[src/lps_params.svh]
`ifndef LPS_PARAMS_SVH
`define LPS_PARAMS_SVH

// Register indices within one line's window (byte address = line*32 + idx*4)
`define LPS_IDX_PP 3'h0
`define LPS_IDX_LS 3'h1
`define LPS_IDX_LP 3'h2
`define LPS_IDX_TXM 3'h3
`define LPS_IDX_RXM 3'h4
`define LPS_IDX_RIC 3'h5

// Writable, write-zero and readable masks
`define LPS_PP_WR_MASK 16'hFF7B
`define LPS_LS_WR_MASK 16'hE484
`define LPS_LS_W0_MASK 16'h0038
`define LPS_LS_RD_MASK 16'hE4FD
`define LPS_LP_WR_MASK 16'hE400
`define LPS_LP_RD_MASK 16'hE4E7

// Protocol parameter fields
`define LPS_PP_STRIP 1
`define LPS_PP_TYPE_LO 3
`define LPS_PP_TYPE_HI 4
`define LPS_PP_ESC_LO 8

// Line state fields
`define LPS_LS_ACTIVE 0
`define LPS_LS_RESYNC 1
`define LPS_LS_GO 2
`define LPS_LS_UNDERRUN 3
`define LPS_LS_NXM 4
`define LPS_LS_PARITY 5
`define LPS_LS_STRIP_ON 6
`define LPS_LS_ALT 7
`define LPS_LS_EXPECT 10
`define LPS_LS_NEXT_LO 13

// Line progress fields
`define LPS_LP_SEND1 0
`define LPS_LP_SEND2 1
`define LPS_LP_ESC_FLIGHT 2
`define LPS_LP_ESC_PEND 3
`define LPS_LP_EXP1 5
`define LPS_LP_EXP2 6
`define LPS_LP_RESYNC_PEND 7
`define LPS_LP_SEND_CHECK 10
`define LPS_LP_NEXT_LO 13

// Control byte bits and codes
`define LPS_TXCB_ESCAPE 1
`define LPS_TXCB_CHECK 3
`define LPS_CB_DISCARD 8'h10
`define LPS_RIC_CODE 4'h5
`define LPS_ST_NXM_A 4'h0
`define LPS_ST_NXM_B 4'h2
`define LPS_ST_PAR 4'h8

`endif

[src/lps_pkg.sv]
`default_nettype none

package lps_pkg;

  typedef enum logic [1:0] {
    LPS_TX_DATA,
    LPS_TX_ESCAPE,
    LPS_TX_CHECK1,
    LPS_TX_CHECK2
  } lps_tx_kind_t;

  typedef struct packed {
    logic busy;
    logic write;
    logic hit;
    logic [8:0] addr;
    logic hreadyout;
    logic [31:0] hrdata;
  } lps_ahb_state_t;

  typedef struct packed {
    logic [15:0][15:0] pp;
    logic [15:0][15:0] ls;
    logic [15:0][15:0] lp;
    logic [15:0][2:0] txm;
    logic [15:0][2:0] rxm;
    logic [15:0] hunt;
    logic [15:0] interrupt_character_register;
    logic tx_sel_valid;
    logic [3:0] tx_sel_line;
    lps_tx_kind_t tx_sel_kind;
    logic [7:0] tx_sel_char;
    logic rx_ans_valid;
    logic [3:0] rx_ans_line;
    logic rx_ans_drop;
    logic rx_ans_check;
    logic chk_done;
    logic [3:0] chk_line;
    logic [7:0] ctrl_byte;
  } lps_state_t;

endpackage

`default_nettype wire

[src/lps_bus_if.sv]
`timescale 1ns/1ps
`default_nettype none

interface lps_bus_if;
  logic req;
  logic we;
  logic [8:0] addr;
  logic [31:0] wdata;
  logic [31:0] rdata;
  modport ahb (output req, output we, output addr, output wdata, input rdata);
  modport regs (input req, input we, input addr, input wdata, output rdata);
endinterface

`default_nettype wire

[src/lps_top.sv]
// Behaviour
// - Escape bit in fetched transmit control byte sends stored escape character first.
// - Receiver-active sets once an enabled receiver finds its sync characters.
// - Software resync write restarts hunting if receiver enabled, else stops reception.
// - Resync sets pending flag, blocks line queue output until flag character.
// - Transmit-go clears when both counts zero or memory/parity error sets.
// - Underrun sets when loaded character met data-not-available; software writes zero.
// - Nonexistent-memory error with codes 0000, 0010, 1000 sets flag, clears go.
// - Parity error with code 1000 sets parity flag and clears go.
// - Strip flag drops syncs after sync until first non-sync, then clears.
// - Alternate-tables bit sets at principal zero, clears at alternate zero.
// - Marked receive zero with expect-check treats next one or two characters as check.
// - After last check character: interrupt character, discard byte, interrupt request.
// - Marked receive zero copies next-receive-mode into receiver mode.
// - Marked transmit zero copies next-transmit-mode into transmitter mode.
// - Send-first-check sets on marked zero with send-check or control bit 03.
// - Check bytes follow the exhausting character, second only for 16-bit types; code also sends a second for unused type 01.
// - Second-check pending sets on first check load unless LONGITUDINAL_CHECK; clears on load.
// - Escape-in-flight sets when escape loaded, clears when it has been sent.
// - With 16-bit type, first check defers the result until second check arrives.
// - Expect-second sets when expect-first falls during reception with CRC type.
// - Check type field: 00 LONGITUDINAL_CHECK-8, 10 CRC-16, 11 CRC-CCITT, 01 unused.
`timescale 1ns/1ps
`default_nettype none

`include "lps_params.svh"

module lps_top (
  input wire logic clk_sys,          // 100 MHz system clock
  input wire logic rst_n,            // Async reset
  input wire logic ce,               // Clock enable, freezes all state
  input wire logic hsel,             // AHB select
  input wire logic [31:0] haddr,     // AHB address
  input wire logic [1:0] htrans,     // AHB transfer type
  input wire logic hwrite,           // AHB write
  input wire logic [2:0] hsize,      // AHB size, word only
  input wire logic hready,           // AHB ready
  input wire logic [31:0] hwdata,    // AHB write data
  output logic hreadyout,            // AHB slave ready
  output logic [31:0] hrdata,        // AHB read data
  output logic hresp,                // AHB response
  input wire logic [15:0] rx_enabled, // Receiver enabled per line
  input wire logic tx_fetch,         // Transmit control byte fetched
  input wire logic [3:0] tx_fetch_line, // Its line
  input wire logic [7:0] tx_ctrl,    // Its control byte
  input wire logic tx_zero,          // Transmit count reached zero
  input wire logic [3:0] tx_zero_line, // Its line
  input wire logic tx_zero_alt,      // Alternate count, else principal
  input wire logic tx_zero_marked,   // Count was marked
  input wire logic tx_both_zero,     // Both counts now zero
  input wire logic tx_req,           // Transmitter wants next load
  input wire logic [3:0] tx_req_line, // Its line
  input wire logic tx_loaded,        // Character loaded into transmitter
  input wire logic [3:0] tx_loaded_line, // Its line
  input wire logic tx_dna,           // Transmitter reported no data
  input wire logic tx_sent,          // Character sent
  input wire logic [3:0] tx_sent_line, // Its line
  input wire logic tx_err,           // Transmit memory error
  input wire logic [3:0] tx_err_line, // Its line
  input wire logic tx_err_parity,    // Parity error, else nonexistent
  input wire logic [3:0] tx_err_code, // Transfer status code
  input wire logic rx_sync,          // Sync found
  input wire logic [3:0] rx_sync_line, // Its line
  input wire logic rx_char,          // Character received
  input wire logic [3:0] rx_char_line, // Its line
  input wire logic rx_is_sync,       // Character is a sync
  input wire logic [15:0] rx_acc,    // Accumulated check after it
  input wire logic rx_zero,          // Marked receive count zero
  input wire logic [3:0] rx_zero_line, // Its line
  input wire logic q_out,            // Queue output presented
  input wire logic [3:0] q_out_line, // Its line
  input wire logic q_out_flag,       // It is the resync flag character
  output logic [15:0] tx_go,         // Transmit-go per line
  output logic [15:0] tx_alt,        // Alternate tables per line
  output logic [15:0] rx_hunt,       // Hunting for sync per line
  output logic [15:0] q_block,       // Discard queue output per line
  output logic tx_sel_valid,         // Load answer pulse
  output logic [3:0] tx_sel_line,    // Its line
  output lps_pkg::lps_tx_kind_t tx_sel_kind, // What to load
  output logic [7:0] tx_sel_char,    // Escape character
  output logic rx_ans_valid,         // Receive answer pulse
  output logic [3:0] rx_ans_line,    // Its line
  output logic rx_ans_drop,          // Do not store character
  output logic rx_ans_check,         // Character is a check byte
  output logic chk_done,             // Check result, interrupt request
  output logic [3:0] chk_line,       // Its line
  output logic [15:0] interrupt_character_register,           // Interrupt character value
  output logic [7:0] ctrl_byte       // Control byte to store
);
  lps_pkg::lps_state_t q;
  lps_pkg::lps_state_t n;
  lps_pkg::lps_tx_kind_t pick;
  lps_bus_if bus ();

  lps_ahb u_ahb (
    .clk_sys(clk_sys),
    .rst_n(rst_n),
    .ce(ce),
    .hsel(hsel),
    .haddr(haddr),
    .htrans(htrans),
    .hwrite(hwrite),
    .hready(hready),
    .hwdata(hwdata),
    .hreadyout(hreadyout),
    .hrdata(hrdata),
    .hresp(hresp),
    .bus(bus)
  );

  lps_tx_pick u_pick (
    .progress(q.lp[tx_req_line]),
    .kind(pick)
  );

  // Register read; resync command bit reads as zero
  always_comb begin
    logic [3:0] rl;
    rl = bus.addr[8:5];
    bus.rdata = 32'h0000_0000;
    unique case (bus.addr[4:2])
      `LPS_IDX_PP: bus.rdata[15:0] = q.pp[rl] & `LPS_PP_WR_MASK;
      `LPS_IDX_LS: bus.rdata[15:0] = q.ls[rl] & `LPS_LS_RD_MASK;
      `LPS_IDX_LP: bus.rdata[15:0] = q.lp[rl] & `LPS_LP_RD_MASK;
      `LPS_IDX_TXM: bus.rdata[2:0] = q.txm[rl];
      `LPS_IDX_RXM: bus.rdata[2:0] = q.rxm[rl];
      `LPS_IDX_RIC: bus.rdata[15:0] = q.interrupt_character_register;
      default: bus.rdata = 32'h0000_0000;
    endcase
  end

  // Resync-pending clear, then the bus write, then each side's hardware clears before its sets:
  // a flag set in the same cycle as its clear must not be lost
  always_comb begin
    logic [3:0] wl;
    logic [15:0] wd;
    logic wide;
    wl = bus.addr[8:5];
    wd = bus.wdata[15:0];
    wide = 1'b0;
    n = q;
    n.tx_sel_valid = 1'b0;
    n.rx_ans_valid = 1'b0;
    n.chk_done = 1'b0;

    // Flag character at the queue output ends the resync hold
    if (q_out && q_out_flag && q.lp[q_out_line][`LPS_LP_RESYNC_PEND]) begin
      n.lp[q_out_line][`LPS_LP_RESYNC_PEND] = 1'b0;
    end

    if (bus.req && bus.we) begin
      unique case (bus.addr[4:2])
        `LPS_IDX_PP: n.pp[wl] = wd & `LPS_PP_WR_MASK;
        `LPS_IDX_LS: begin
          n.ls[wl] = (q.ls[wl] & ~`LPS_LS_WR_MASK) | (wd & `LPS_LS_WR_MASK);
          n.ls[wl] = n.ls[wl] & (wd | ~`LPS_LS_W0_MASK);
          if (wd[`LPS_LS_RESYNC]) begin
            n.ls[wl][`LPS_LS_ACTIVE] = 1'b0;
            n.hunt[wl] = rx_enabled[wl];
            n.lp[wl][`LPS_LP_RESYNC_PEND] = 1'b1;
          end
        end
        `LPS_IDX_LP: begin
          n.lp[wl] = (q.lp[wl] & ~`LPS_LP_WR_MASK) | (wd & `LPS_LP_WR_MASK);
        end
        `LPS_IDX_TXM: n.txm[wl] = wd[2:0];
        `LPS_IDX_RXM: n.rxm[wl] = wd[2:0];
        default: n.interrupt_character_register = q.interrupt_character_register;
      endcase
    end

    // Transmit side: sent and load clear flags, fetch and count zero set them after
    if (tx_sent && q.lp[tx_sent_line][`LPS_LP_ESC_FLIGHT]) begin
      n.lp[tx_sent_line][`LPS_LP_ESC_FLIGHT] = 1'b0;
    end

    if (tx_req) begin
      n.tx_sel_valid = 1'b1;
      n.tx_sel_line = tx_req_line;
      n.tx_sel_kind = pick;
      n.tx_sel_char = q.pp[tx_req_line][`LPS_PP_ESC_LO +: 8];
      unique case (pick)
        lps_pkg::LPS_TX_ESCAPE: begin
          n.lp[tx_req_line][`LPS_LP_ESC_PEND] = 1'b0;
          n.lp[tx_req_line][`LPS_LP_ESC_FLIGHT] = 1'b1;
        end
        lps_pkg::LPS_TX_CHECK1: begin
          n.lp[tx_req_line][`LPS_LP_SEND1] = 1'b0;
          // LONGITUDINAL_CHECK-8 (type 00) has one check byte only
          n.lp[tx_req_line][`LPS_LP_SEND2] =
            q.pp[tx_req_line][`LPS_PP_TYPE_HI:`LPS_PP_TYPE_LO] != 2'b00;
        end
        lps_pkg::LPS_TX_CHECK2: n.lp[tx_req_line][`LPS_LP_SEND2] = 1'b0;
        lps_pkg::LPS_TX_DATA: n.tx_sel_char = 8'h00;
      endcase
    end

    if (tx_loaded && tx_dna) begin
      n.ls[tx_loaded_line][`LPS_LS_UNDERRUN] = 1'b1;
    end

    if (tx_fetch) begin
      if (tx_ctrl[`LPS_TXCB_ESCAPE]) begin
        n.lp[tx_fetch_line][`LPS_LP_ESC_PEND] = 1'b1;
      end
      if (tx_ctrl[`LPS_TXCB_CHECK]) begin
        n.lp[tx_fetch_line][`LPS_LP_SEND1] = 1'b1;
      end
    end

    if (tx_zero) begin
      n.ls[tx_zero_line][`LPS_LS_ALT] = !tx_zero_alt;
      if (tx_zero_marked) begin
        n.txm[tx_zero_line] = q.lp[tx_zero_line][`LPS_LP_NEXT_LO +: 3];
        if (q.lp[tx_zero_line][`LPS_LP_SEND_CHECK]) begin
          n.lp[tx_zero_line][`LPS_LP_SEND1] = 1'b1;
        end
      end
      if (tx_both_zero) begin
        n.ls[tx_zero_line][`LPS_LS_GO] = 1'b0;
      end
    end

    if (tx_err) begin
      if (tx_err_parity && tx_err_code == `LPS_ST_PAR) begin
        n.ls[tx_err_line][`LPS_LS_PARITY] = 1'b1;
        n.ls[tx_err_line][`LPS_LS_GO] = 1'b0;
      end
      if (!tx_err_parity && (tx_err_code == `LPS_ST_NXM_A || tx_err_code == `LPS_ST_NXM_B
          || tx_err_code == `LPS_ST_PAR)) begin
        n.ls[tx_err_line][`LPS_LS_NXM] = 1'b1;
        n.ls[tx_err_line][`LPS_LS_GO] = 1'b0;
      end
    end

    // Receive side: a character clears strip and expect, sync and count zero set after
    if (rx_char) begin
      n.rx_ans_valid = 1'b1;
      n.rx_ans_line = rx_char_line;
      n.rx_ans_drop = q.ls[rx_char_line][`LPS_LS_STRIP_ON] && rx_is_sync;
      n.rx_ans_check = q.lp[rx_char_line][`LPS_LP_EXP1] || q.lp[rx_char_line][`LPS_LP_EXP2];
      if (!rx_is_sync) begin
        n.ls[rx_char_line][`LPS_LS_STRIP_ON] = 1'b0;
      end
      wide = q.pp[rx_char_line][`LPS_PP_TYPE_HI:`LPS_PP_TYPE_LO] != 2'b00;
      if (q.lp[rx_char_line][`LPS_LP_EXP1]) begin
        n.lp[rx_char_line][`LPS_LP_EXP1] = 1'b0;
        if (wide) begin
          n.lp[rx_char_line][`LPS_LP_EXP2] = 1'b1;
        end else begin
          n.chk_done = 1'b1;
        end
      end else if (q.lp[rx_char_line][`LPS_LP_EXP2]) begin
        n.lp[rx_char_line][`LPS_LP_EXP2] = 1'b0;
        n.chk_done = 1'b1;
      end
      if (n.chk_done) begin
        n.chk_line = rx_char_line;
        n.interrupt_character_register = {`LPS_RIC_CODE, rx_char_line, rx_acc[15:8] | rx_acc[7:0]};
        n.ctrl_byte = `LPS_CB_DISCARD;
      end
    end

    if (rx_sync && rx_enabled[rx_sync_line]) begin
      n.ls[rx_sync_line][`LPS_LS_ACTIVE] = 1'b1;
      n.hunt[rx_sync_line] = 1'b0;
      n.ls[rx_sync_line][`LPS_LS_STRIP_ON] = q.pp[rx_sync_line][`LPS_PP_STRIP];
    end

    if (rx_zero) begin
      n.rxm[rx_zero_line] = q.ls[rx_zero_line][`LPS_LS_NEXT_LO +: 3];
      if (q.ls[rx_zero_line][`LPS_LS_EXPECT]) begin
        n.lp[rx_zero_line][`LPS_LP_EXP1] = 1'b1;
      end
    end
  end

  always_ff @(posedge clk_sys or negedge rst_n) begin
    if (!rst_n) begin
      q <= '0;
    end else if (ce) begin
      q <= n;
    end
  end

  genvar gi;
  generate
    for (gi = 0; gi < 16; gi++) begin : g_line
      assign tx_go[gi] = q.ls[gi][`LPS_LS_GO];
      assign tx_alt[gi] = q.ls[gi][`LPS_LS_ALT];
      assign q_block[gi] = q.lp[gi][`LPS_LP_RESYNC_PEND];
    end
  endgenerate

  assign rx_hunt = q.hunt;
  assign tx_sel_valid = q.tx_sel_valid;
  assign tx_sel_line = q.tx_sel_line;
  assign tx_sel_kind = q.tx_sel_kind;
  assign tx_sel_char = q.tx_sel_char;
  assign rx_ans_valid = q.rx_ans_valid;
  assign rx_ans_line = q.rx_ans_line;
  assign rx_ans_drop = q.rx_ans_drop;
  assign rx_ans_check = q.rx_ans_check;
  assign chk_done = q.chk_done;
  assign chk_line = q.chk_line;
  assign interrupt_character_register = q.interrupt_character_register;
  assign ctrl_byte = q.ctrl_byte;
endmodule

`default_nettype wire

[src/lps_ahb.sv]
`timescale 1ns/1ps
`default_nettype none

module lps_ahb (
  input wire logic clk_sys,       // System clock
  input wire logic rst_n,         // Async reset
  input wire logic ce,            // Clock enable
  input wire logic hsel,          // Slave select
  input wire logic [31:0] haddr,  // Address
  input wire logic [1:0] htrans,  // Transfer type
  input wire logic hwrite,        // Write
  input wire logic hready,        // Bus ready
  input wire logic [31:0] hwdata, // Write data
  output logic hreadyout,         // Slave ready
  output logic [31:0] hrdata,     // Read data
  output logic hresp,             // Always OKAY
  lps_bus_if.ahb bus              // Register side
);
  lps_pkg::lps_ahb_state_t q;
  lps_pkg::lps_ahb_state_t n;

  // One wait state: register file settles before read data is captured
  always_comb begin
    n = q;
    if (q.busy) begin
      n.busy = 1'b0;
      n.hreadyout = 1'b1;
      if (!q.write) begin
        n.hrdata = q.hit ? bus.rdata : 32'h0000_0000;
      end
    end else if (hsel && htrans[1] && hready) begin
      n.busy = 1'b1;
      n.write = hwrite;
      n.hit = (haddr[31:9] == 23'h00_0000);
      n.addr = haddr[8:0];
      n.hreadyout = 1'b0;
    end
  end

  always_ff @(posedge clk_sys or negedge rst_n) begin
    if (!rst_n) begin
      q <= '{hreadyout: 1'b1, default: '0};
    end else if (ce) begin
      q <= n;
    end
  end

  assign bus.req = q.busy && q.hit;
  assign bus.we = q.write;
  assign bus.addr = q.addr;
  assign bus.wdata = hwdata;
  assign hreadyout = q.hreadyout;
  assign hrdata = q.hrdata;
  assign hresp = 1'b0;
endmodule

`default_nettype wire

[src/lps_tx_pick.sv]
`timescale 1ns/1ps
`default_nettype none

`include "lps_params.svh"

module lps_tx_pick (
  input wire logic [15:0] progress,          // Line progress word
  output lps_pkg::lps_tx_kind_t kind         // What to load next
);
  // Check bytes trail the character that closed the block, so they win
  always_comb begin
    if (progress[`LPS_LP_SEND2]) begin
      kind = lps_pkg::LPS_TX_CHECK2;
    end else if (progress[`LPS_LP_SEND1]) begin
      kind = lps_pkg::LPS_TX_CHECK1;
    end else if (progress[`LPS_LP_ESC_PEND]) begin
      kind = lps_pkg::LPS_TX_ESCAPE;
    end else begin
      kind = lps_pkg::LPS_TX_DATA;
    end
  end
endmodule

`default_nettype wire

[config.mk]
export PLATFORM = sky130hd
export DESIGN_NAME = lps_top
export DESIGN_NICKNAME = d
export VERILOG_FILES = /design/src/lps_pkg.sv /design/src/lps_bus_if.sv /design/src/lps_top.sv /design/src/lps_ahb.sv /design/src/lps_tx_pick.sv
export VERILOG_INCLUDE_DIRS = /design/src
export SDC_FILE = /design/constraint.sdc
export NUM_CORES = 2
export LEC_CHECK = 0
export BUFFER_PORTS_ARGS = -buffer_cell sky130_fd_sc_hd__buf_2
export CELL_PAD_IN_SITES_DETAIL_PLACEMENT = 1
export CELL_PAD_IN_SITES_GLOBAL_PLACEMENT = 1
export CORE_UTILIZATION = 40
export CTS_CLUSTER_SIZE = 20
export DETAILED_ROUTE_END_ITERATION = 12
export PLACE_DENSITY = 0.79
export SETUP_SLACK_MARGIN = 0.05
export SYNTH_ARGS = -nofsm -noshare
export SYNTH_HDL_FRONTEND = slang
export SYNTH_SLANG_ARGS = --single-unit
export TNS_END_PERCENT = 1
[constraint.sdc]
create_clock -name clk_sys -period 6.6 [get_ports clk_sys]
set_input_delay 0.33 -clock clk_sys [delete_from_list [all_inputs] [get_ports clk_sys]]
set_output_delay 0.33 -clock clk_sys [all_outputs]
set_load 0.01 [all_outputs]
After elaboration in Yosys (flattened, before gate mapping)
Index checks and enable logic that the tools add are counted.
{"block": "totals", "rom_bits": 0, "wordCells": 372, "in_bits": 176, "register_bits": 969, "latch_bits": 0, "memories": 0, "ram_bits": 0}
{"block": "classes", "order_cmp": 22, "eq_ne": 10, "mul": 0, "n_mux": 158, "reduce_logical": 42, "n_shift": 0, "div": 0, "add_sub_neg": 0, "bitwise": 41}
{"operator": "2-to-1 mux 256 bit", "n": 22}
{"operator": "AND 256 bit", "n": 12}
{"operator": "bitwise OR 256 bit", "n": 11}
{"operator": "NOT 256 bit", "n": 10}
{"operator": "bitwise mux 256 bit", "n": 7}
{"operator": "demux 16 bit (select 4 bit)", "n": 23}
{"operator": "2-to-1 mux 512 bit", "n": 2}
{"operator": "binary-select mux 16 bit (select 4 bit)", "n": 14}
{"operator": "one-hot mux 256 bit (3 select lines)", "n": 1}
{"operator": "2-to-1 mux 640 bit", "n": 1}
{"operator": "2-to-1 mux 560 bit", "n": 1}
{"operator": "one-hot mux 256 bit (2 select lines)", "n": 1}
{"operator": "2-to-1 mux 304 bit", "n": 1}
{"operator": "2-to-1 mux 16 bit", "n": 14}
{"operator": "bitwise mux 48 bit", "n": 4}
{"operator": "2-to-1 mux 48 bit", "n": 3}
{"operator": "less-than comparator 4 x 5 -> 1 bit (second input constant)", "n": 11}
{"operator": "one-hot mux 13 bit (4 select lines)", "n": 1}
{"operator": ">= comparator 4 x 1 -> 1 bit (second input constant)", "n": 11}
{"operator": "2-to-1 mux 8 bit", "n": 5}
{"operator": "demux 3 bit (select 4 bit)", "n": 3}
{"operator": "AND 16 bit", "n": 2}
{"operator": "bitwise OR 13 x 16 -> 16 bit", "n": 2}
{"operator": "2-to-1 mux 3 bit", "n": 10}
{"operator": "other kinds (35)", "n": 101}

Logic depth before layout (Yosys ltp)
{"block": "logic_depth", "word_depth": 43, "depth_mapped": 12, "ltp_nobuf": 6}

Cells and area by module
From an unflattened synthesis, not the netlist that was laid out.
{"block": "hier_totals", "cells_unflattened": 4318, "hier_area_um2": 48559.1}
{"module": "lps_top", "area_each_um2": 46185.5, "cells_per_inst": 4060, "n_inst": 1}
{"module": "lps_ahb", "area_each_um2": 2356.0, "cells_per_inst": 255, "n_inst": 1}
{"module": "lps_tx_pick", "area_each_um2": 17.5, "cells_per_inst": 3, "n_inst": 1}

Worst setup path after synthesis
No wires, ideal clock.
{"block": "synth_timing", "path_type": "register to register", "from": "reg u_ahb.q, in the netlist u_ahb.bus.addr[5]", "to": "reg u_ahb.q, in the netlist u_ahb.hrdata[6]", "setup_time_ns": 0.132, "stages_incl_launch_ff": 9, "arrival_ns": 2.552, "n_path_buf": 4, "synth_period_minus_slack_ns": 2.684, "setup_slack_ns": 3.916, "cell_sequence": "dfrtp_1 buf_6 buf_6 buf_2 buf_2 mux4_2 mux4_2 a221oi_1 o21ai_1"}
{"block": "synth_via", "elab_chain_len": 4}
{"item": "start: declaration", "line_no": "lps_ahb.sv:19", "rtl": "lps_pkg::lps_ahb_state_t q;"}
{"item": "start signal: assignment", "line_no": "lps_ahb.sv:44", "rtl": "q <= n;"}
{"item": "binary-select mux 16 bit (select 4 bit), on equally long branches", "line_no": "lps_top.sv:124, lps_top.sv:122, lps_top.sv:123"}
{"item": "2-to-1 mux 16 bit, on equally long branches"}
{"item": "one-hot mux 13 bit (4 select lines) (*)", "line_no": "lps_top.sv:121", "rtl": "unique case (bus.addr[4:2])"}
{"item": "2-to-1 mux 16 bit (*)", "line_no": "lps_ahb.sv:29", "rtl": "n.hrdata = q.hit ? bus.rdata : 32'h0000_0000;"}
Mark *: on every way between the ends. The rest lies on a longest branch, timed or not. The select of a mux whose other input is x is not followed.
A chain may end at the register's enable or synchronous reset.

Worst setup path in the final report
{"block": "layout_timing", "from": "reg u_ahb.q, in the netlist u_ahb.bus.addr[6]", "to": "reg q[646] (netlist bit)"}
{"block": "layout_via", "elab_chain_len": 33}
{"item": "less-than comparator 4 x 5 -> 1 bit / >= comparator 4 x 1 -> 1 bit (equally long branches)", "line_no": "lps_top.sv:155, lps_top.sv:156"}
{"item": "logical AND 1 bit", "line_no": "lps_top.sv:155, lps_top.sv:156"}
{"item": "2-to-1 mux 16 bit", "line_no": "lps_top.sv:155, lps_top.sv:156"}
{"item": "demux 16 bit (select 4 bit)", "line_no": "lps_top.sv:155, lps_top.sv:156"}
{"item": "bitwise mux 256 bit", "line_no": "lps_top.sv:155", "rtl": "n.ls[wl] = (q.ls[wl] & ~`LPS_LS_WR_MASK) | (wd & `LPS_LS_WR_MASK);"}
{"item": "binary-select mux 16 bit (select 4 bit)", "line_no": "lps_top.sv:156", "rtl": "n.ls[wl] = n.ls[wl] & (wd | ~`LPS_LS_W0_MASK);"}
{"item": "2-to-1 mux 16 bit (implied by the code)", "line_no": "lps_top.sv:156"}
{"item": "AND 16 bit", "line_no": "lps_top.sv:156"}
{"item": "[17 not listed]"}
{"item": "2-to-1 mux 256 bit", "line_no": "lps_top.sv:229", "rtl": "if (!tx_err_parity && (tx_err_code == `LPS_ST_NXM_A || tx_err_code == `LPS_ST_NXM_B"}
{"item": "2-to-1 mux 256 bit (*)", "line_no": "lps_top.sv:224", "rtl": "if (tx_err) begin"}
{"item": "AND 256 bit (no line)"}
{"item": "2-to-1 mux 256 bit", "line_no": "lps_top.sv:242", "rtl": "if (!rx_is_sync) begin"}
{"item": "2-to-1 mux 512 bit (*)", "line_no": "lps_top.sv:237", "rtl": "if (rx_char) begin"}
{"item": "bitwise OR 256 bit (no line)"}
{"item": "bitwise mux 256 bit", "line_no": "lps_top.sv:267", "rtl": "n.ls[rx_sync_line][`LPS_LS_STRIP_ON] = q.pp[rx_sync_line][`LPS_PP_STRIP];"}
{"item": "2-to-1 mux 256 bit (*)", "line_no": "lps_top.sv:264", "rtl": "if (rx_sync && rx_enabled[rx_sync_line]) begin"}
{"item": "end signal: assignment", "line_no": "lps_top.sv:282", "rtl": "q <= n;"}
{"item": "end: declaration", "line_no": "lps_top.sv:90", "rtl": "lps_pkg::lps_state_t q;"}
Marked as above.

==> impl_metrics.py <==
metrics = {
    "clock_network": {
        "clkSinkCount": 751,
        "clock-root-buffer": "clkbuf_16",
        "path_clk_slew_ns": 0.06,
        "clock_path_buffers": 3,
        "post_cts_buffers": 0,
        "cts_tree": "done",
        "cts_max_level": 3,
        "clock_latency_ns": 0.68,
        "cts_buffers": 84,
    },
    "global_routing": {
        "grt_max_degree": 179,
        "grt_pass1_wl_um": 255000,
        "gr-total-overflow": 0,
        "antenna_found_initial": 18,
        "grt_pass1_vias": 37000,
        "globalRouteTotalUtil": 0.321,
    },
    "critical_path": {
        "cp_cell_sequence": "buf_4 > nand2b_1 > nor2_1 > nand2_1 > mux2i_1 > o31ai_1 > dlygate4sd3_1",
        "critPathMaxFanout": 45,
        "crit_start": "u_ahb.bus.addr[6]",
        "cp.required_ns": 7.16,
        "reg2reg_depth": 7,
        "critPathKind": "flop to flop",
        "reg2reg_slack_ns": 1.93,
        "slowest_delay_ns": 1.00,
        "start_kind": "flop",
        "crit_slowest_cell": "dfrtp_4",
        "end_kind": "flop",
        "crit_end": "q[646]",
        "r2r_end": "q[646]",
        "arrival_ns": 5.23,
        "r2r-start": "u_ahb.bus.addr[6]",
    },
    "power": {
        "fin_total_pwr_mw": 12.5,
        "vdd_drop_max_mv": 0.207,
        "p_int_mw": 8.65,
        "p_switching_mw": 3.85,
        "clockPowerShare": 0.396,
        "power_density_nw_per_um2": 267,
        "leakagePower_nw": 20.2,
        "p_comb_frac": 0.179,
        "swShare": 0.308,
        "seqPwrFrac": 0.425,
    },
    "die": {
        "die_y_um": 327,
        "start_util": 0.406,
        "die_x_um": 327,
        "coreArea_um2": 104000,
        "die-area_um2": 107000,
        "ios": 325,
        "fp-row-count": 118,
    },
    "routing": {
        "wl_um": 172000,
        "drcViolationCount": 0,
        "via_per_inst": 6.75,
        "dr.pass1.iters": 5,
        "drtIter0Drc": 4055,
        "num_vias": 35500,
        "antenna_left": 0,
        "avgRoutedWirePerCell_um": 32.8,
    },
    "logic_synthesis": {
        "async_flop_share": 1.00,
        "synthesis.area_um2": 42200,
        "syn_area_per_cell_um2": 11.2,
        "synthCells": 3761,
        "synth.area.top_cells": "dfrtp_1 (44%), mux4_2 (17%), mux2_2 (8.4%), nand2_1 (4.2%), buf_4 (2.9%)",
        "synth_edf_count": 0,
        "synth_ff_type": "dfrtp_1",
        "yosys_warnings": 0,
        "synth_cell_types": 83,
        "synth_top_area_cell": "dfrtp_1",
        "synth_top_cell_area_share": 0.445,
        "synth-seq-cells": 751,
        "synth_seq_area_share": 0.445,
    },
    "timing": {
        "final_hold_viol_count": 0,
        "worst_slack_ns": 1.93,
        "period_share": 0.708,
        "final-setup-viol-count": 0,
        "rsz0062_at_grt": "false",
        "drv_slew": 0,
        "fmax_ghz": 0.214,
        "slew-limit-headroom": 0.0743,
        "tns_ns": 0,
        "worst_slew_pin_slew_ns": 1.39,
        "skew_ns": 0.0446,
        "period_needed_ns": 4.67,
    },
    "placement": {
        "gp_congestion": 0.969,
        "dpl-instance-area_um2": 43600,
        "place_ws_ns": 2.32,
        "portBuffers": 270,
        "hpwl_um": 115000,
    },
    "run": {
        "cap_violations": 0,
    },
    "final_layout": {
        "final_cell_mix": "dfrtp_1 (746), nand2_1 (475), mux4_2 (322)",
        "finish.utilization": 0.450,
        "drive_above_1_share": 0.295,
        "fin_area_um2": 46800,
        "nNetsFinal": 3982,
        "layout_commonest_cell": "dfrtp_1",
        "area_growth_syn_to_layout_pct": 10.9,
    },
    "hold_path": {
        "hold_path.class": "input pin to flop",
    },
    "status": {
        "status": "complete, no violations",
    },
}
==> through the flow <==
| step | hold slack (ns) | std cells |
|---|---|---|
| floorplan | 0.0344 | 3786 |
| global placement | 0.453 | 5070 |
| detailed placement | 0.461 | 5070 |
| CTS | 0.00491 | 5251 |
| global route | 0.0414 | 5255 |
| finish | 0.0236 | 5258 |
==> repair_timing <==
item	CTS	global route
hold endpoints to repair	127	0
hold buffers	30	0
gates resized for setup	0	0
setup endpoints to repair	0	0
==> power groups by stage <==
stage               clock [mW]  sequential, mW  combinational [mW]
finish                    4.94            5.31                2.24
global route              5.14            5.34                2.35
CTS                       4.97            5.30                2.18
detailed placement           0            5.37                2.15
global placement             0            5.35                2.09
floorplan                    0            5.16                1.53
==> cells in the mapped netlist, types with 11 or more instances <==
library cell,number
a21oi_1,205
a221o_1,11
a22o_1,58
a22oi_1,42
a31oi_1,15
and3_1,22
buf_1,44
buf_2,54
buf_4,161
clkbuf_1,162
dfrtp_1,750
inv_1,33
mux2_2,313
mux2i_1,24
mux4_2,322
nand2_1,475
nand2b_1,24
nand3_1,89
nand3b_1,12
nand4_1,12
nor2_1,320
nor2b_1,22
nor3_1,46
nor4_1,14
o21ai_0,165
o221ai_1,26
o22a_1,22
o22ai_1,125
o31ai_1,15
o32a_1,12
or3_1,21
==> layout make-up <==
type | count | area (um^2)
Fill cell | 11100 | 57300
Multi-Input combinational cell | 2569 | 21100
Sequential cell | 751 | 18800
Clock buffer | 126 | 2520
Timing Repair Buffer | 365 | 2210
Tap cell | 1380 | 1730
Clock inverter | 25 | 310
Inverter | 35 | 133
Antenna cell | 7 | 17.5
==> sequential cells by signal (all words and copies together), names as in the netlist, 2 cells and up <==
name	count
q	624
q_block	16
rx_hunt	16
tx_alt	16
tx_go	16
u_ahb.hrdata	16
interrupt_character_register	10
tx_sel_char	8
u_ahb.bus.addr	7
rx_ans_line	4
tx_sel_line	4
chk_line	3
tx_sel_kind	2
u_ahb.q	2
==> routing by layer <==
layer	wire, um	GRT usage	up-vias
met5	232	0.00887	-
met4	12400	0.201	18
met3	20000	0.102	636
met1	62300	0.398	18500
met2	77400	0.487	2385
li1	-	-	14000
==> critical path: cells and delay by family (launching register included) <==
family | cells | cell delay (ns)
simple gates | 3 | 1.82
buf+inv | 2 | 1.26
flops | 1 | 1.00
compound gates | 1 | 0.09
mux | 1 | 0.34
==> how the worst min path moves through the flow <==
stage                   start                              end  slack [ns]  cells after the start
finish              haddr[31]                      u_ahb.q[42]        0.02                      4
global route        haddr[29]                      u_ahb.q[42]        0.04                      4
CTS                 haddr[31]                      u_ahb.q[42]       0.005                      4
detailed placement      rst_n  interrupt_character_register[1]        0.46                      1
global placement        rst_n  interrupt_character_register[1]        0.45                      1
floorplan               rst_n                         chk_done        0.03                      0
==> cells by family (layout without fill, tap and decap cells) <==
family / after synthesis / after routing / synth area share
AOI/OAI and AO/OA: 775 / 775 / 0.118
DFF: 751 / 751 / 0.445
other: 1 / 33 / 0.0000888
muxes: 659 / 659 / 0.261
and+or+nand+nor: 1109 / 1109 / 0.117
buffers and inverters: 466 / 551 / 0.0591
No activity file was read; power rests on OpenSTA's default activity.
